===== src/verilog/simd_consts.svh =====
// constants for the sub-word dot, permute and pack unit
// assumes inclusion by the dot, permute and pack datapath module only
// Operation
// - halfword dot: lane0*lane0 plus lane1*lane1 of source 1 and operand 2
// - byte dot: sum of four lane-wise byte products, lanes 0 to 3
// - unsigned dot variants zero-extend every lane of both operands
// - signed dot variants treat every lane as two's complement
// - mixed dot variants: source 1 lanes unsigned, operand 2 lanes signed
// - accumulating dot variants add the products to the old destination
// - lane put replaces only the chosen lane with source 1 low lane
// - byte pack upper fills bits 31:16, lower fills 15:0, rest kept
// - immediate permute: byte 2 by imm 5:4, byte 3 fixed by variant
// - immediate permute: byte 1 by imm 3:2, byte 0 by imm 1:0
// - two-source permute low half: source by bit 1, half by bit 0
// - two-source permute high half: source by bit 17, half by bit 16
// - two-source byte 0: source by bit 2, index by bits 1:0
// - two-source byte 1 uses bit 10, bits 9:8; byte 2 bit 18, 17:16
// - two-source byte 3: source by bit 26, index by bits 25:24
// - scalar replicate repeats lowest lane of source 2 across operand 2
// - immediate replicate sign-extends immediate per lane unless zero ext
// - lane 0 is bits 15:0 or 7:0, higher indices go upward
// - operations exist only when the custom extension enable equals 1
`ifndef SIMD_CONSTS_SVH
`define SIMD_CONSTS_SVH
`define RESULT_RST_VAL 32'h0000_0000
`define HALF_SEL_LO 0
`define HALF_SRC_LO 1
`define HALF_SEL_HI 16
`define HALF_SRC_HI 17
`define BYTE_IDX0 0
`define BYTE_SRC0 2
`define BYTE_IDX1 8
`define BYTE_SRC1 10
`define BYTE_IDX2 16
`define BYTE_SRC2 18
`define BYTE_IDX3 24
`define BYTE_SRC3 26
`define IMM_IDX0 0
`define IMM_IDX1 2
`define IMM_IDX2 4
`endif


===== src/verilog/simd_pkg.sv =====
// types shared by the sub-word datapath files
// assumes the constants header sits beside it
package simd_pkg;
  typedef enum logic [4:0] {
    OP_LANE_GET_SIGNED = 5'h00,
    OP_LANE_GET_UNSIGNED = 5'h01,
    OP_LANE_PUT = 5'h02,
    OP_DOT_UNSIGNED = 5'h03,
    OP_DOT_MIXED_SIGN = 5'h04,
    OP_DOT_SIGNED = 5'h05,
    OP_DOT_ACCUM_UNSIGNED = 5'h06,
    OP_DOT_ACCUM_MIXED_SIGN = 5'h07,
    OP_DOT_ACCUM_SIGNED = 5'h08,
    OP_LANE_PERMUTE = 5'h09,
    OP_LANE_PERMUTE_IMM = 5'h0A,
    OP_TWO_SOURCE_PERMUTE = 5'h0B,
    OP_HALFWORD_PACK = 5'h0C,
    OP_HALFWORD_PACK_HIGH = 5'h0D,
    OP_BYTE_PACK_UPPER = 5'h0E,
    OP_BYTE_PACK_LOWER = 5'h0F
  } op_t;
  typedef enum logic [1:0] {
    MODE_VECTOR = 2'h0,
    MODE_SCALAR_REPLICATE = 2'h1,
    MODE_IMM_REPLICATE = 2'h2
  } mode_t;
  typedef enum logic {
    WIDTH_HALF = 1'h0,
    WIDTH_BYTE = 1'h1
  } width_t;
endpackage


===== src/verilog/simd_operand_builder.sv =====
// builds operand 2 from source 2 or the immediate
// assumes mode and width come straight from decode
`timescale 1ns/1ps
module simd_operand_builder (
  input wire simd_pkg::mode_t mode,
  input wire simd_pkg::width_t width,
  input wire logic imm_zext,
  input wire logic [31:0] src2,
  input wire logic [5:0] imm,
  output logic [31:0] op2
);
  logic [15:0] imm_half;
  logic [7:0] imm_byte;

  always_comb begin
    imm_half = {{10{imm[5] & ~imm_zext}}, imm};
    imm_byte = {{2{imm[5] & ~imm_zext}}, imm};
    case (mode)
      simd_pkg::MODE_SCALAR_REPLICATE: begin
        if (width == simd_pkg::WIDTH_HALF) begin
          op2 = {2{src2[15:0]}};
        end else begin
          op2 = {4{src2[7:0]}};
        end
      end
      simd_pkg::MODE_IMM_REPLICATE: begin
        if (width == simd_pkg::WIDTH_HALF) begin
          op2 = {2{imm_half}};
        end else begin
          op2 = {4{imm_byte}};
        end
      end
      default: begin
        op2 = src2;
      end
    endcase
  end
endmodule // simd_operand_builder


===== src/verilog/simd_dot_shuffle_pack_unit.sv =====
// sub-word dot product, lane access, permute and pack datapath slice
// assumes operands are stable in the cycle op_valid is high
`timescale 1ns/1ps
`include "simd_consts.svh"
module simd_dot_shuffle_pack_unit #(
  parameter bit CUSTOM_EXT_ENABLE = 1'b1
) (
  input wire logic mclk,
  input wire logic rst_n,
  input wire logic op_valid,
  input wire simd_pkg::op_t op,
  input wire simd_pkg::mode_t mode,
  input wire simd_pkg::width_t width,
  input wire logic imm_zext,
  input wire logic [1:0] permute_variant,
  input wire logic [5:0] imm,
  input wire logic [31:0] src1,
  input wire logic [31:0] src2,
  input wire logic [31:0] dest_old,
  output logic [31:0] result_q,
  output logic result_valid_q,
  output logic illegal_q
);
  logic [31:0] op2;
  logic [31:0] res_d;
  logic sgn1;
  logic sgn2;
  logic accum;
  logic signed [17:0] bprod [4];
  logic signed [33:0] hprod [2];
  logic [31:0] dot_b;
  logic [31:0] dot_h;
  logic [31:0] dot_sum;
  logic [15:0] half_pick;
  logic [7:0] byte_pick;

  function automatic logic [7:0] pick_byte(input logic [31:0] w,
                                           input logic [1:0] i);
    case (i)
      2'h0: pick_byte = w[7:0];
      2'h1: pick_byte = w[15:8];
      2'h2: pick_byte = w[23:16];
      default: pick_byte = w[31:24];
    endcase
  endfunction

  function automatic logic [15:0] pick_half(input logic [31:0] w,
                                            input logic i);
    pick_half = i ? w[31:16] : w[15:0];
  endfunction

  simd_operand_builder u_op2 (
    .mode(mode),
    .width(width),
    .imm_zext(imm_zext),
    .src2(src2),
    .imm(imm),
    .op2(op2)
  );

  // lane get indexes from the immediate, never from operand 2,
  // so a replicate mode cannot disturb the lane choice
  always_comb begin
    half_pick = pick_half(src1, imm[0]);
    byte_pick = pick_byte(src1, imm[1:0]);
  end

  // signedness and accumulate decode
  always_comb begin
    sgn1 = (op == simd_pkg::OP_DOT_SIGNED) ||
           (op == simd_pkg::OP_DOT_ACCUM_SIGNED);
    sgn2 = sgn1 || (op == simd_pkg::OP_DOT_MIXED_SIGN) ||
           (op == simd_pkg::OP_DOT_ACCUM_MIXED_SIGN);
    accum = (op == simd_pkg::OP_DOT_ACCUM_UNSIGNED) ||
            (op == simd_pkg::OP_DOT_ACCUM_MIXED_SIGN) ||
            (op == simd_pkg::OP_DOT_ACCUM_SIGNED);
  end

  // one extra bit per lane lets one signed multiplier serve all signs
  for (genvar gi = 0; gi < 4; gi++) begin : g_byte_mul
    logic signed [8:0] a;
    logic signed [8:0] b;
    assign a = {sgn1 & src1[8*gi+7], src1[8*gi +: 8]};
    assign b = {sgn2 & op2[8*gi+7], op2[8*gi +: 8]};
    assign bprod[gi] = a * b;
  end

  for (genvar gh = 0; gh < 2; gh++) begin : g_half_mul
    logic signed [16:0] a;
    logic signed [16:0] b;
    assign a = {sgn1 & src1[16*gh+15], src1[16*gh +: 16]};
    assign b = {sgn2 & op2[16*gh+15], op2[16*gh +: 16]};
    assign hprod[gh] = a * b;
  end

  // sums wrap at 32 bits, no overflow indication
  always_comb begin
    dot_b = {{14{bprod[0][17]}}, bprod[0]} +
            {{14{bprod[1][17]}}, bprod[1]} +
            {{14{bprod[2][17]}}, bprod[2]} +
            {{14{bprod[3][17]}}, bprod[3]};
    dot_h = hprod[0][31:0] + hprod[1][31:0];
    dot_sum = (width == simd_pkg::WIDTH_HALF) ? dot_h : dot_b;
    if (accum) begin
      dot_sum = dot_sum + dest_old;
    end
  end

  always_comb begin
    res_d = dest_old;
    case (op)
      simd_pkg::OP_LANE_GET_SIGNED: begin
        if (width == simd_pkg::WIDTH_HALF) begin
          res_d = {{16{half_pick[15]}}, half_pick};
        end else begin
          res_d = {{24{byte_pick[7]}}, byte_pick};
        end
      end
      simd_pkg::OP_LANE_GET_UNSIGNED: begin
        if (width == simd_pkg::WIDTH_HALF) begin
          res_d = {16'h0000, half_pick};
        end else begin
          res_d = {24'h00_0000, byte_pick};
        end
      end
      simd_pkg::OP_LANE_PUT: begin
        if (width == simd_pkg::WIDTH_HALF) begin
          res_d[16*imm[0] +: 16] = src1[15:0];
        end else begin
          res_d[8*imm[1:0] +: 8] = src1[7:0];
        end
      end
      simd_pkg::OP_DOT_UNSIGNED,
      simd_pkg::OP_DOT_MIXED_SIGN,
      simd_pkg::OP_DOT_SIGNED,
      simd_pkg::OP_DOT_ACCUM_UNSIGNED,
      simd_pkg::OP_DOT_ACCUM_MIXED_SIGN,
      simd_pkg::OP_DOT_ACCUM_SIGNED: begin
        res_d = dot_sum;
      end
      simd_pkg::OP_LANE_PERMUTE: begin
        if (width == simd_pkg::WIDTH_HALF) begin
          res_d[31:16] = pick_half(src1, op2[`HALF_SEL_HI]);
          res_d[15:0] = pick_half(src1, op2[`HALF_SEL_LO]);
        end else begin
          res_d[31:24] = pick_byte(src1, op2[`BYTE_IDX3 +: 2]);
          res_d[23:16] = pick_byte(src1, op2[`BYTE_IDX2 +: 2]);
          res_d[15:8] = pick_byte(src1, op2[`BYTE_IDX1 +: 2]);
          res_d[7:0] = pick_byte(src1, op2[`BYTE_IDX0 +: 2]);
        end
      end
      simd_pkg::OP_LANE_PERMUTE_IMM: begin
        if (width == simd_pkg::WIDTH_HALF) begin
          res_d[31:16] = pick_half(src1, imm[1]);
          res_d[15:0] = pick_half(src1, imm[0]);
        end else begin
          res_d[31:24] = pick_byte(src1, permute_variant);
          res_d[23:16] = pick_byte(src1, imm[`IMM_IDX2 +: 2]);
          res_d[15:8] = pick_byte(src1, imm[`IMM_IDX1 +: 2]);
          res_d[7:0] = pick_byte(src1, imm[`IMM_IDX0 +: 2]);
        end
      end
      simd_pkg::OP_TWO_SOURCE_PERMUTE: begin
        if (width == simd_pkg::WIDTH_HALF) begin
          res_d[31:16] = pick_half(op2[`HALF_SRC_HI] ? src1 : dest_old,
                                   op2[`HALF_SEL_HI]);
          res_d[15:0] = pick_half(op2[`HALF_SRC_LO] ? src1 : dest_old,
                                  op2[`HALF_SEL_LO]);
        end else begin
          res_d[31:24] = pick_byte(op2[`BYTE_SRC3] ? src1 : dest_old,
                                   op2[`BYTE_IDX3 +: 2]);
          res_d[23:16] = pick_byte(op2[`BYTE_SRC2] ? src1 : dest_old,
                                   op2[`BYTE_IDX2 +: 2]);
          res_d[15:8] = pick_byte(op2[`BYTE_SRC1] ? src1 : dest_old,
                                  op2[`BYTE_IDX1 +: 2]);
          res_d[7:0] = pick_byte(op2[`BYTE_SRC0] ? src1 : dest_old,
                                 op2[`BYTE_IDX0 +: 2]);
        end
      end
      simd_pkg::OP_HALFWORD_PACK: begin
        res_d = {src1[15:0], src2[15:0]};
      end
      simd_pkg::OP_HALFWORD_PACK_HIGH: begin
        res_d = {src1[31:16], src2[31:16]};
      end
      simd_pkg::OP_BYTE_PACK_UPPER: begin
        res_d[31:16] = {src1[7:0], src2[7:0]};
      end
      simd_pkg::OP_BYTE_PACK_LOWER: begin
        res_d[15:0] = {src1[7:0], src2[7:0]};
      end
      default: begin
        // codes past the last op leave the destination as it was
        res_d = dest_old;
      end
    endcase
  end

  // disabled extension: nothing is written back, decode sees illegal
  always_ff @(posedge mclk or negedge rst_n) begin
    if (!rst_n) begin
      result_valid_q <= 1'b0;
    end else begin
      result_valid_q <= op_valid & CUSTOM_EXT_ENABLE;
    end
  end

  // own flop so decode can trap without waiting on the datapath
  always_ff @(posedge mclk or negedge rst_n) begin
    if (!rst_n) begin
      illegal_q <= 1'b0;
    end else begin
      illegal_q <= op_valid & ~CUSTOM_EXT_ENABLE;
    end
  end

  always_ff @(posedge mclk or negedge rst_n) begin
    if (!rst_n) begin
      result_q <= `RESULT_RST_VAL;
    end else if (op_valid && CUSTOM_EXT_ENABLE) begin
      result_q <= res_d;
    end
  end
endmodule // simd_dot_shuffle_pack_unit


===== config.mk =====
export PLATFORM = sky130hd
export DESIGN_NAME = simd_dot_shuffle_pack_unit
export DESIGN_NICKNAME = d
export VERILOG_FILES = /design/src/verilog/simd_pkg.sv /design/src/verilog/simd_operand_builder.sv /design/src/verilog/simd_dot_shuffle_pack_unit.sv
export VERILOG_INCLUDE_DIRS = /design/src /design/src/verilog
export SDC_FILE = /design/constraint.sdc
export NUM_CORES = 2
export LEC_CHECK = 0
export ABC_CLOCK_PERIOD_IN_PS = 1150
export BUFFER_PORTS_ARGS = -buffer_cell sky130_fd_sc_hd__clkbuf_2
export CAP_MARGIN = 30
export CORE_MARGIN = 2
export CORE_UTILIZATION = 52
export CTS_BUF_LIST = sky130_fd_sc_hd__clkbuf_16
export CTS_CLUSTER_DIAMETER = 60
export CTS_CLUSTER_SIZE = 30
export DETAILED_ROUTE_END_ITERATION = 8
export PLACE_DENSITY_LB_ADDON = 0.15
export SYNTH_ARGS = -nofsm -noshare
export SYNTH_HDL_FRONTEND = slang
export SYNTH_HIERARCHICAL = 1
export SYNTH_SLANG_ARGS = --single-unit

===== constraint.sdc =====
create_clock -name mclk -period 1.15 [get_ports mclk]
set_input_delay 0 -clock mclk [delete_from_list [all_inputs] [get_ports mclk]]
set_output_delay 0 -clock mclk [all_outputs]
set_load 0.02 [all_outputs]

After elaboration in Yosys (flattened, before gate mapping)
Cells that the tools add are included.
Widths: inputs -> output; s select.
{"block": "totals", "inputBits": 116, "output_inout_bits": 34, "register_bits": 33}
{"block": "classes", "addsub": 7, "multipliers": 6, "eq_ne": 33, "n_mux": 39, "shift": 4, "bitwise": 10, "reduce_logical": 15}
{"op": "$mux 32", "count": 14}
{"op": "$pmux 16 s10", "count": 2}
{"op": "$pmux 8 s3", "count": 12}
{"op": "$mux 16", "count": 7}
{"op": "$mul 9x9->18", "count": 4}
{"op": "$neg 5->34", "count": 2}
{"op": "$add 32x32->32", "count": 2}
{"op": "$bwmux 32", "count": 2}
{"op": "$mul 17x17->32", "count": 2}
{"op": "$pmux 32 s2", "count": 1}
{"op": "$eq 5x4->1 const B", "count": 8}
{"op": "$shift 16x34->32 const A", "count": 1}
{"op": "$shift 8x34->32 const A", "count": 1}
{"op": "$shiftx 16x34->32", "count": 1}
{"op": "$shiftx 8x34->32", "count": 1}
{"op": "$mux 30", "count": 1}
{"op": "$add 20x18->21", "count": 1}
{"op": "$add 19x18->20", "count": 1}
{"op": "$eq 5x3->1 const B", "count": 4}
{"op": "$add 18x18->19", "count": 1}
{"op": "$eq 2x1->1 const B", "count": 9}
{"op": "$eq 2x2->1 const B", "count": 9}
{"op": "$logic_not 2->1", "count": 8}
{"op": "$eq 5x2->1 const B", "count": 2}
{"op": "6 further kinds", "count": 18}

Longest topological paths before layout
{"block": "logic_depth", "depth_word": 13, "mapped_depth": 48, "ltp_nobuf": 43}

Cells and area by module
The synthesis kept the hierarchy.
{"mod": "simd_dot_shuffle_pack_unit", "instances": 1, "cells_each": 4981, "seq_area_each_um2": 825.8, "area_each_um2": 44253.7}
{"mod": "simd_operand_builder", "instances": 1, "cells_each": 114, "seq_area_each_um2": 0.0, "area_each_um2": 737.0}

Least setup slack after synthesis
Ideal clock, no wire load.
{"block": "synth_timing", "kind": "input port to flip-flop", "startpoint": "in mode[0]", "endpoint": "reg result_q[31]", "t_arrival_ns": 10.914, "slack_ns": -9.899, "t_required_ns": 1.015, "path_buffers": 7, "path_stages": 44, "cell_sequence": "inv_1 ha_1 buf_4 clkbuf_1 nand2_1 nand3_1 clkbuf_1 buf_2 clkbuf_1 clkbuf_1 nand2_1 nor4_1 fa_1 fa_1 inv_1 fa_1 fa_1 inv_1 [... 8 more ...] a21o_1 a21o_1 a21o_1 a21oi_1 and4_1 nor2_1 buf_4 a21boi_2 ha_1 a21o_1 a21o_1 a21o_1 a221o_1 a41o_1 o31ai_4 mux2i_1 xor2_1 o221ai_2"}
{"block": "synth_between", "elab_cells_between_ends": 32, "cone_classes": "5 x add/sub; 6 x mul; 4 x eq/ne; 12 x mux; 4 x bitwise; 1 x reduce/logical"}
{"item": "from (decl)", "line_no": "simd_dot_shuffle_pack_unit.sv:12", "rtl": "input wire simd_pkg::mode_t mode,"}
{"item": "$eq 2x2->1 / $eq 2x1->1 (equally long branches)", "line_no": "simd_operand_builder.sv:18", "rtl": "case (mode)"}
{"item": "$pmux 32 s2 (*)", "line_no": "simd_operand_builder.sv:18"}
{"item": "net op2[9]", "line_no": "simd_dot_shuffle_pack_unit.sv:24", "rtl": "logic [31:0] op2;"}
{"item": "$mul 9x9->18", "line_no": "simd_dot_shuffle_pack_unit.sv:85", "rtl": "assign bprod[gi] = a * b;"}
{"item": "$add 18x18->19", "line_no": "simd_dot_shuffle_pack_unit.sv:98", "rtl": "dot_b = {{14{bprod[0][17]}}, bprod[0]} +"}
{"item": "$add 19x18->20", "line_no": "simd_dot_shuffle_pack_unit.sv:99", "rtl": "{{14{bprod[1][17]}}, bprod[1]} +"}
{"item": "$add 20x18->21", "line_no": "simd_dot_shuffle_pack_unit.sv:100", "rtl": "{{14{bprod[2][17]}}, bprod[2]} +"}
{"item": "$mux 32 (*)", "line_no": "simd_dot_shuffle_pack_unit.sv:103", "rtl": "dot_sum = (width == simd_pkg::WIDTH_HALF) ? dot_h : dot_b;"}
{"item": "$add 32x32->32", "line_no": "simd_dot_shuffle_pack_unit.sv:105", "rtl": "dot_sum = dot_sum + dest_old;"}
{"item": "$mux 32 (*)", "line_no": "simd_dot_shuffle_pack_unit.sv:104", "rtl": "if (accum) begin"}
{"item": "$pmux 16 s10 (*)", "line_no": "simd_dot_shuffle_pack_unit.sv:111", "rtl": "case (op)"}
{"item": "to (signal assigned)", "line_no": "simd_dot_shuffle_pack_unit.sv:219", "rtl": "result_q <= `RESULT_RST_VAL;"}
{"item": "to (signal assigned)", "line_no": "simd_dot_shuffle_pack_unit.sv:221", "rtl": "result_q <= res_d;"}
{"item": "to (decl)", "line_no": "simd_dot_shuffle_pack_unit.sv:20", "rtl": "output logic [31:0] result_q,"}
The timed path passes the listed nets; every way through them passes the cells marked *.
A chain may end at the register's enable or synchronous reset.

Worst setup path in the final report
{"block": "layout_timing", "startpoint": "in mode[0]", "endpoint": "reg result_q[31]"}
{"block": "layout_between", "elab_cells_between_ends": 32, "cone_classes": "5 x add/sub; 6 x mul; 4 x eq/ne; 12 x mux; 4 x bitwise; 1 x reduce/logical"}
{"item": "$eq 2x2->1 / $eq 2x1->1 (equally long branches)", "line_no": "simd_operand_builder.sv:18"}
{"item": "$pmux 32 s2 (*)", "line_no": "simd_operand_builder.sv:18"}
{"item": "net op2[30]", "line_no": "simd_dot_shuffle_pack_unit.sv:24"}
{"item": "$mul 17x17->32 / $mul 9x9->18 (equally long branches)", "line_no": "simd_dot_shuffle_pack_unit.sv:93, simd_dot_shuffle_pack_unit.sv:85"}
{"item": "$add 32x32->32 / $add 20x18->21 (equally long branches)", "line_no": "simd_dot_shuffle_pack_unit.sv:102, simd_dot_shuffle_pack_unit.sv:100"}
{"item": "$mux 32 (*)", "line_no": "simd_dot_shuffle_pack_unit.sv:103"}
{"item": "$add 32x32->32", "line_no": "simd_dot_shuffle_pack_unit.sv:105"}
{"item": "$mux 32 (*)", "line_no": "simd_dot_shuffle_pack_unit.sv:104"}
{"item": "$pmux 16 s10 (*)", "line_no": "simd_dot_shuffle_pack_unit.sv:111"}
Marks and branches as above.

==> flow_metrics.tcl <==
set metrics [dict create \
    nFillCells 6492 \
    relSlewSlack_pct 29.07 \
    root_buffer "clkbuf_16" \
    worstMarginPinSlew_ns 1.037 \
    synthDistinctLibCells 91 \
    rr_worst_depth 3 \
    grt_pass1_wl_um 315600 \
    timing.final.max_slew_violations 0 \
    syn-cell-area_mm2 0.04499 \
    synth_edf_count 0 \
    holdPathStages 2 \
    wl_um 221200 \
    vias 44460 \
    crit_start "mode[0]" \
    yosys.cell_count.top_type "inv_1" \
    drc 0 \
    htree_levels 2 \
    nets 7590 \
    grt_start_max_net_pins 151 \
    synth_fp_nets 6486 \
    holdCritStartpoint "op_valid" \
    drt_first_pass_iters 8 \
    fin_crit_sh_pct 846.6 \
    initial_core_util_pct 52.67 \
    avgSynthCellArea_um2 8.830 \
    startpoint_type "primary input" \
    drive_gt1_share_pct 33.39 \
    hp-class "primary input to register" \
    violations "negative setup slack" \
    dp_hpwl_um 183400 \
    die_height_um 298.1 \
    place.gp.congestion 1.145 \
    synth-main-ff-cell "dfrtp_1" \
    ys_seq_area_share_pct 1.835 \
    criticalPathCategory "primary input to register" \
    ant_nets 0 \
    status "complete, but fails checks" \
    worstPathArrival_ns 9.92 \
    cp-end-kind "register" \
    clk_pin_slew_ns 0.07 \
    port_buffers 148 \
    max_stage_delay_ns 0.69 \
    area_growth_pct 33.99 \
    dp_slack_ns -9.339 \
    ys_ff_latch 33 \
    critPathMaxFanout 9 \
    grt_pass1_vias 46210 \
    max_clock_freq_ghz 0.1027 \
    synthCells 5095 \
    tns_ns -235.32 \
    yosys.area.top_type_share_pct 44.01 \
    clk_latency_ns 0.31 \
    r2r_start "result_q[30]" \
    hold_violations 0 \
    rsz0062_at_grt "yes" \
    ys_top_cells_by_area "fa_1, inv_1, ha_1" \
    critPathMostFrequentCell "fa_1" \
    grtUsageTotal_pct 49.76 \
    core_mm2 0.08541 \
    cts_buffer_depth 2 \
    antenna_found_initial 22 \
    fin_worst_skew_ns 0 \
    die_area_mm2 0.08889 \
    setup_viol 32 \
    die_w_um 298.1 \
    postPlaceCellArea_mm2 0.05654 \
    synth_common_cells "inv_1, fa_1, nand2_1, ha_1, clkbuf_1" \
    period_minus_slack_ns 9.736 \
    vias_per_cell 6.042 \
    critPathSlowestCell "fa_2" \
    yosys_warnings 6 \
    setup_ws_ns -8.586 \
    detail_route.wl_per_cell_um 30.06 \
    cts_sinks 33 \
    num_io_pins 150 \
    synth_area_leader_cell "fa_1" \
    hold_ws_ns 0.1321 \
    rows 107 \
    async_reset_ff_share_pct 100.0 \
    cp.required_ns 1.33 \
    cts_made_buffers 5 \
    finalInstanceArea_mm2 0.06028 \
    cts_tree "done" \
    drv_cap 0 \
    drtIter0Drc 5366 \
    grt_remaining_overflow 0 \
]
repair_timing:
| action | 4_1_cts | 5_1_grt |
|---|---|---|
| endpoints found under the setup margin | 32 | 32 |
| gates cloned | 5 | 2 |
| hold buffers | 1 | 0 |
| hold endpoints to repair | 33 | 0 |
| pin swaps | 98 | 194 |
| setup buffers | 58 | 57 |
| resized for setup | 312 | 236 |
area by class of cell:
cell class / count / area (µm²) / share of cell area, %
multi-input cells: 3530 / 41240 / 68.41
repair buffers: 1418 / 12020 / 19.94
inverters: 1211 / 4566 / 7.574
well taps: 1144 / 1431 / 2.374
flip-flops and latches: 33 / 825.8 / 1.370
clock buffers: 5 / 125.1 / 0.2076
clock inverters: 3 / 41.29 / 0.06849
diodes: 15 / 37.54 / 0.06227
sequential cells by signal, summed over array words and instances, names as in the netlist:
register and flops:
result_valid_q 1, result_q 32
critical path: cells and delay by family:
family	cells	cell delay (ns)
AO/OA/AOI/OAI	11	2.18
XOR/XNOR	2	0.38
adder cells (fa/ha/maj)	11	5.18
buffers and inverters	10	1.15
multiplexers	1	0.24
AND/OR/NAND/NOR	5	0.78
kinds of logic after synthesis:
kind of cell,count (synthesis),share of synthesized area [%]
compound gates,772,11.26
mux,228,7.879
buf+inv,1532,12.92
other cells,1,0.008335
fa+ha+maj,1275,51.96
xor+xnor,104,2.025
flops,33,1.835
simple gates,1150,12.11
per-layer routing:
layer,share of wire (%),wire length [µm],track usage (%),up-vias
met5,0.032,71,0,-
met4,8.5,18690,33.62,12
met3,15,32800,19.37,866
met2,41,90870,69.83,3345
met1,36,78750,63.34,22060
li1,-,-,-,18180
worst paths after layout:
check                      slack [ns]              to
setup / recovery                -8.59    result_q[31]
hold / removal                   0.13  result_valid_q
setup reg to reg                 0.17    result_q[30]
hold reg to reg                  0.51    result_q[16]
max in group asynchronous        0.66    result_q[23]
min in group asynchronous        0.23     result_q[9]
per-stage QoR:
step | std cells | util (%)
floorplan | 5095 | -
global placement | 7223 | 66.20
detailed placement | 7223 | 66.20
CTS | 7290 | 68.80
global route | 7354 | 70.56
finish | 7359 | 70.58
cell usage in the layout, fill, tap and decap left out, types with 21 or more instances in the layout:
cell      Yosys  final
nand2_2       0     29
fa_1        989    921
o21ai_1      15     25
inv_1      1207   1146
mux2i_1     104    103
xnor2_1      69     58
a21oi_2       0     33
and2_1      240    217
o221ai_1     22     21
fa_2          0     68
ha_4          0     69
nor2_1      188    177
a21oi_1     211    162
clkbuf_2      0    144
inv_2         2     60
a21o_1       33     31
buf_12        0     98
and2_4        0     22
ha_1        286    213
buf_4         4   1096
buf_6         2     59
nand2_1     504    462
a211oi_1     53     45
nor2b_1      26     21
mux4_2       96     96
xor2_1       35     28
o21ai_0     179    140
dfrtp_1      33     33
and3_1       32     24
o211ai_1     46     46
nand3_1      40     27
nand2b_1     28     25
Power is left out: the tool's default activity adds up to more than one toggle a clock period on the data nets, which glitch-free logic cannot reach.
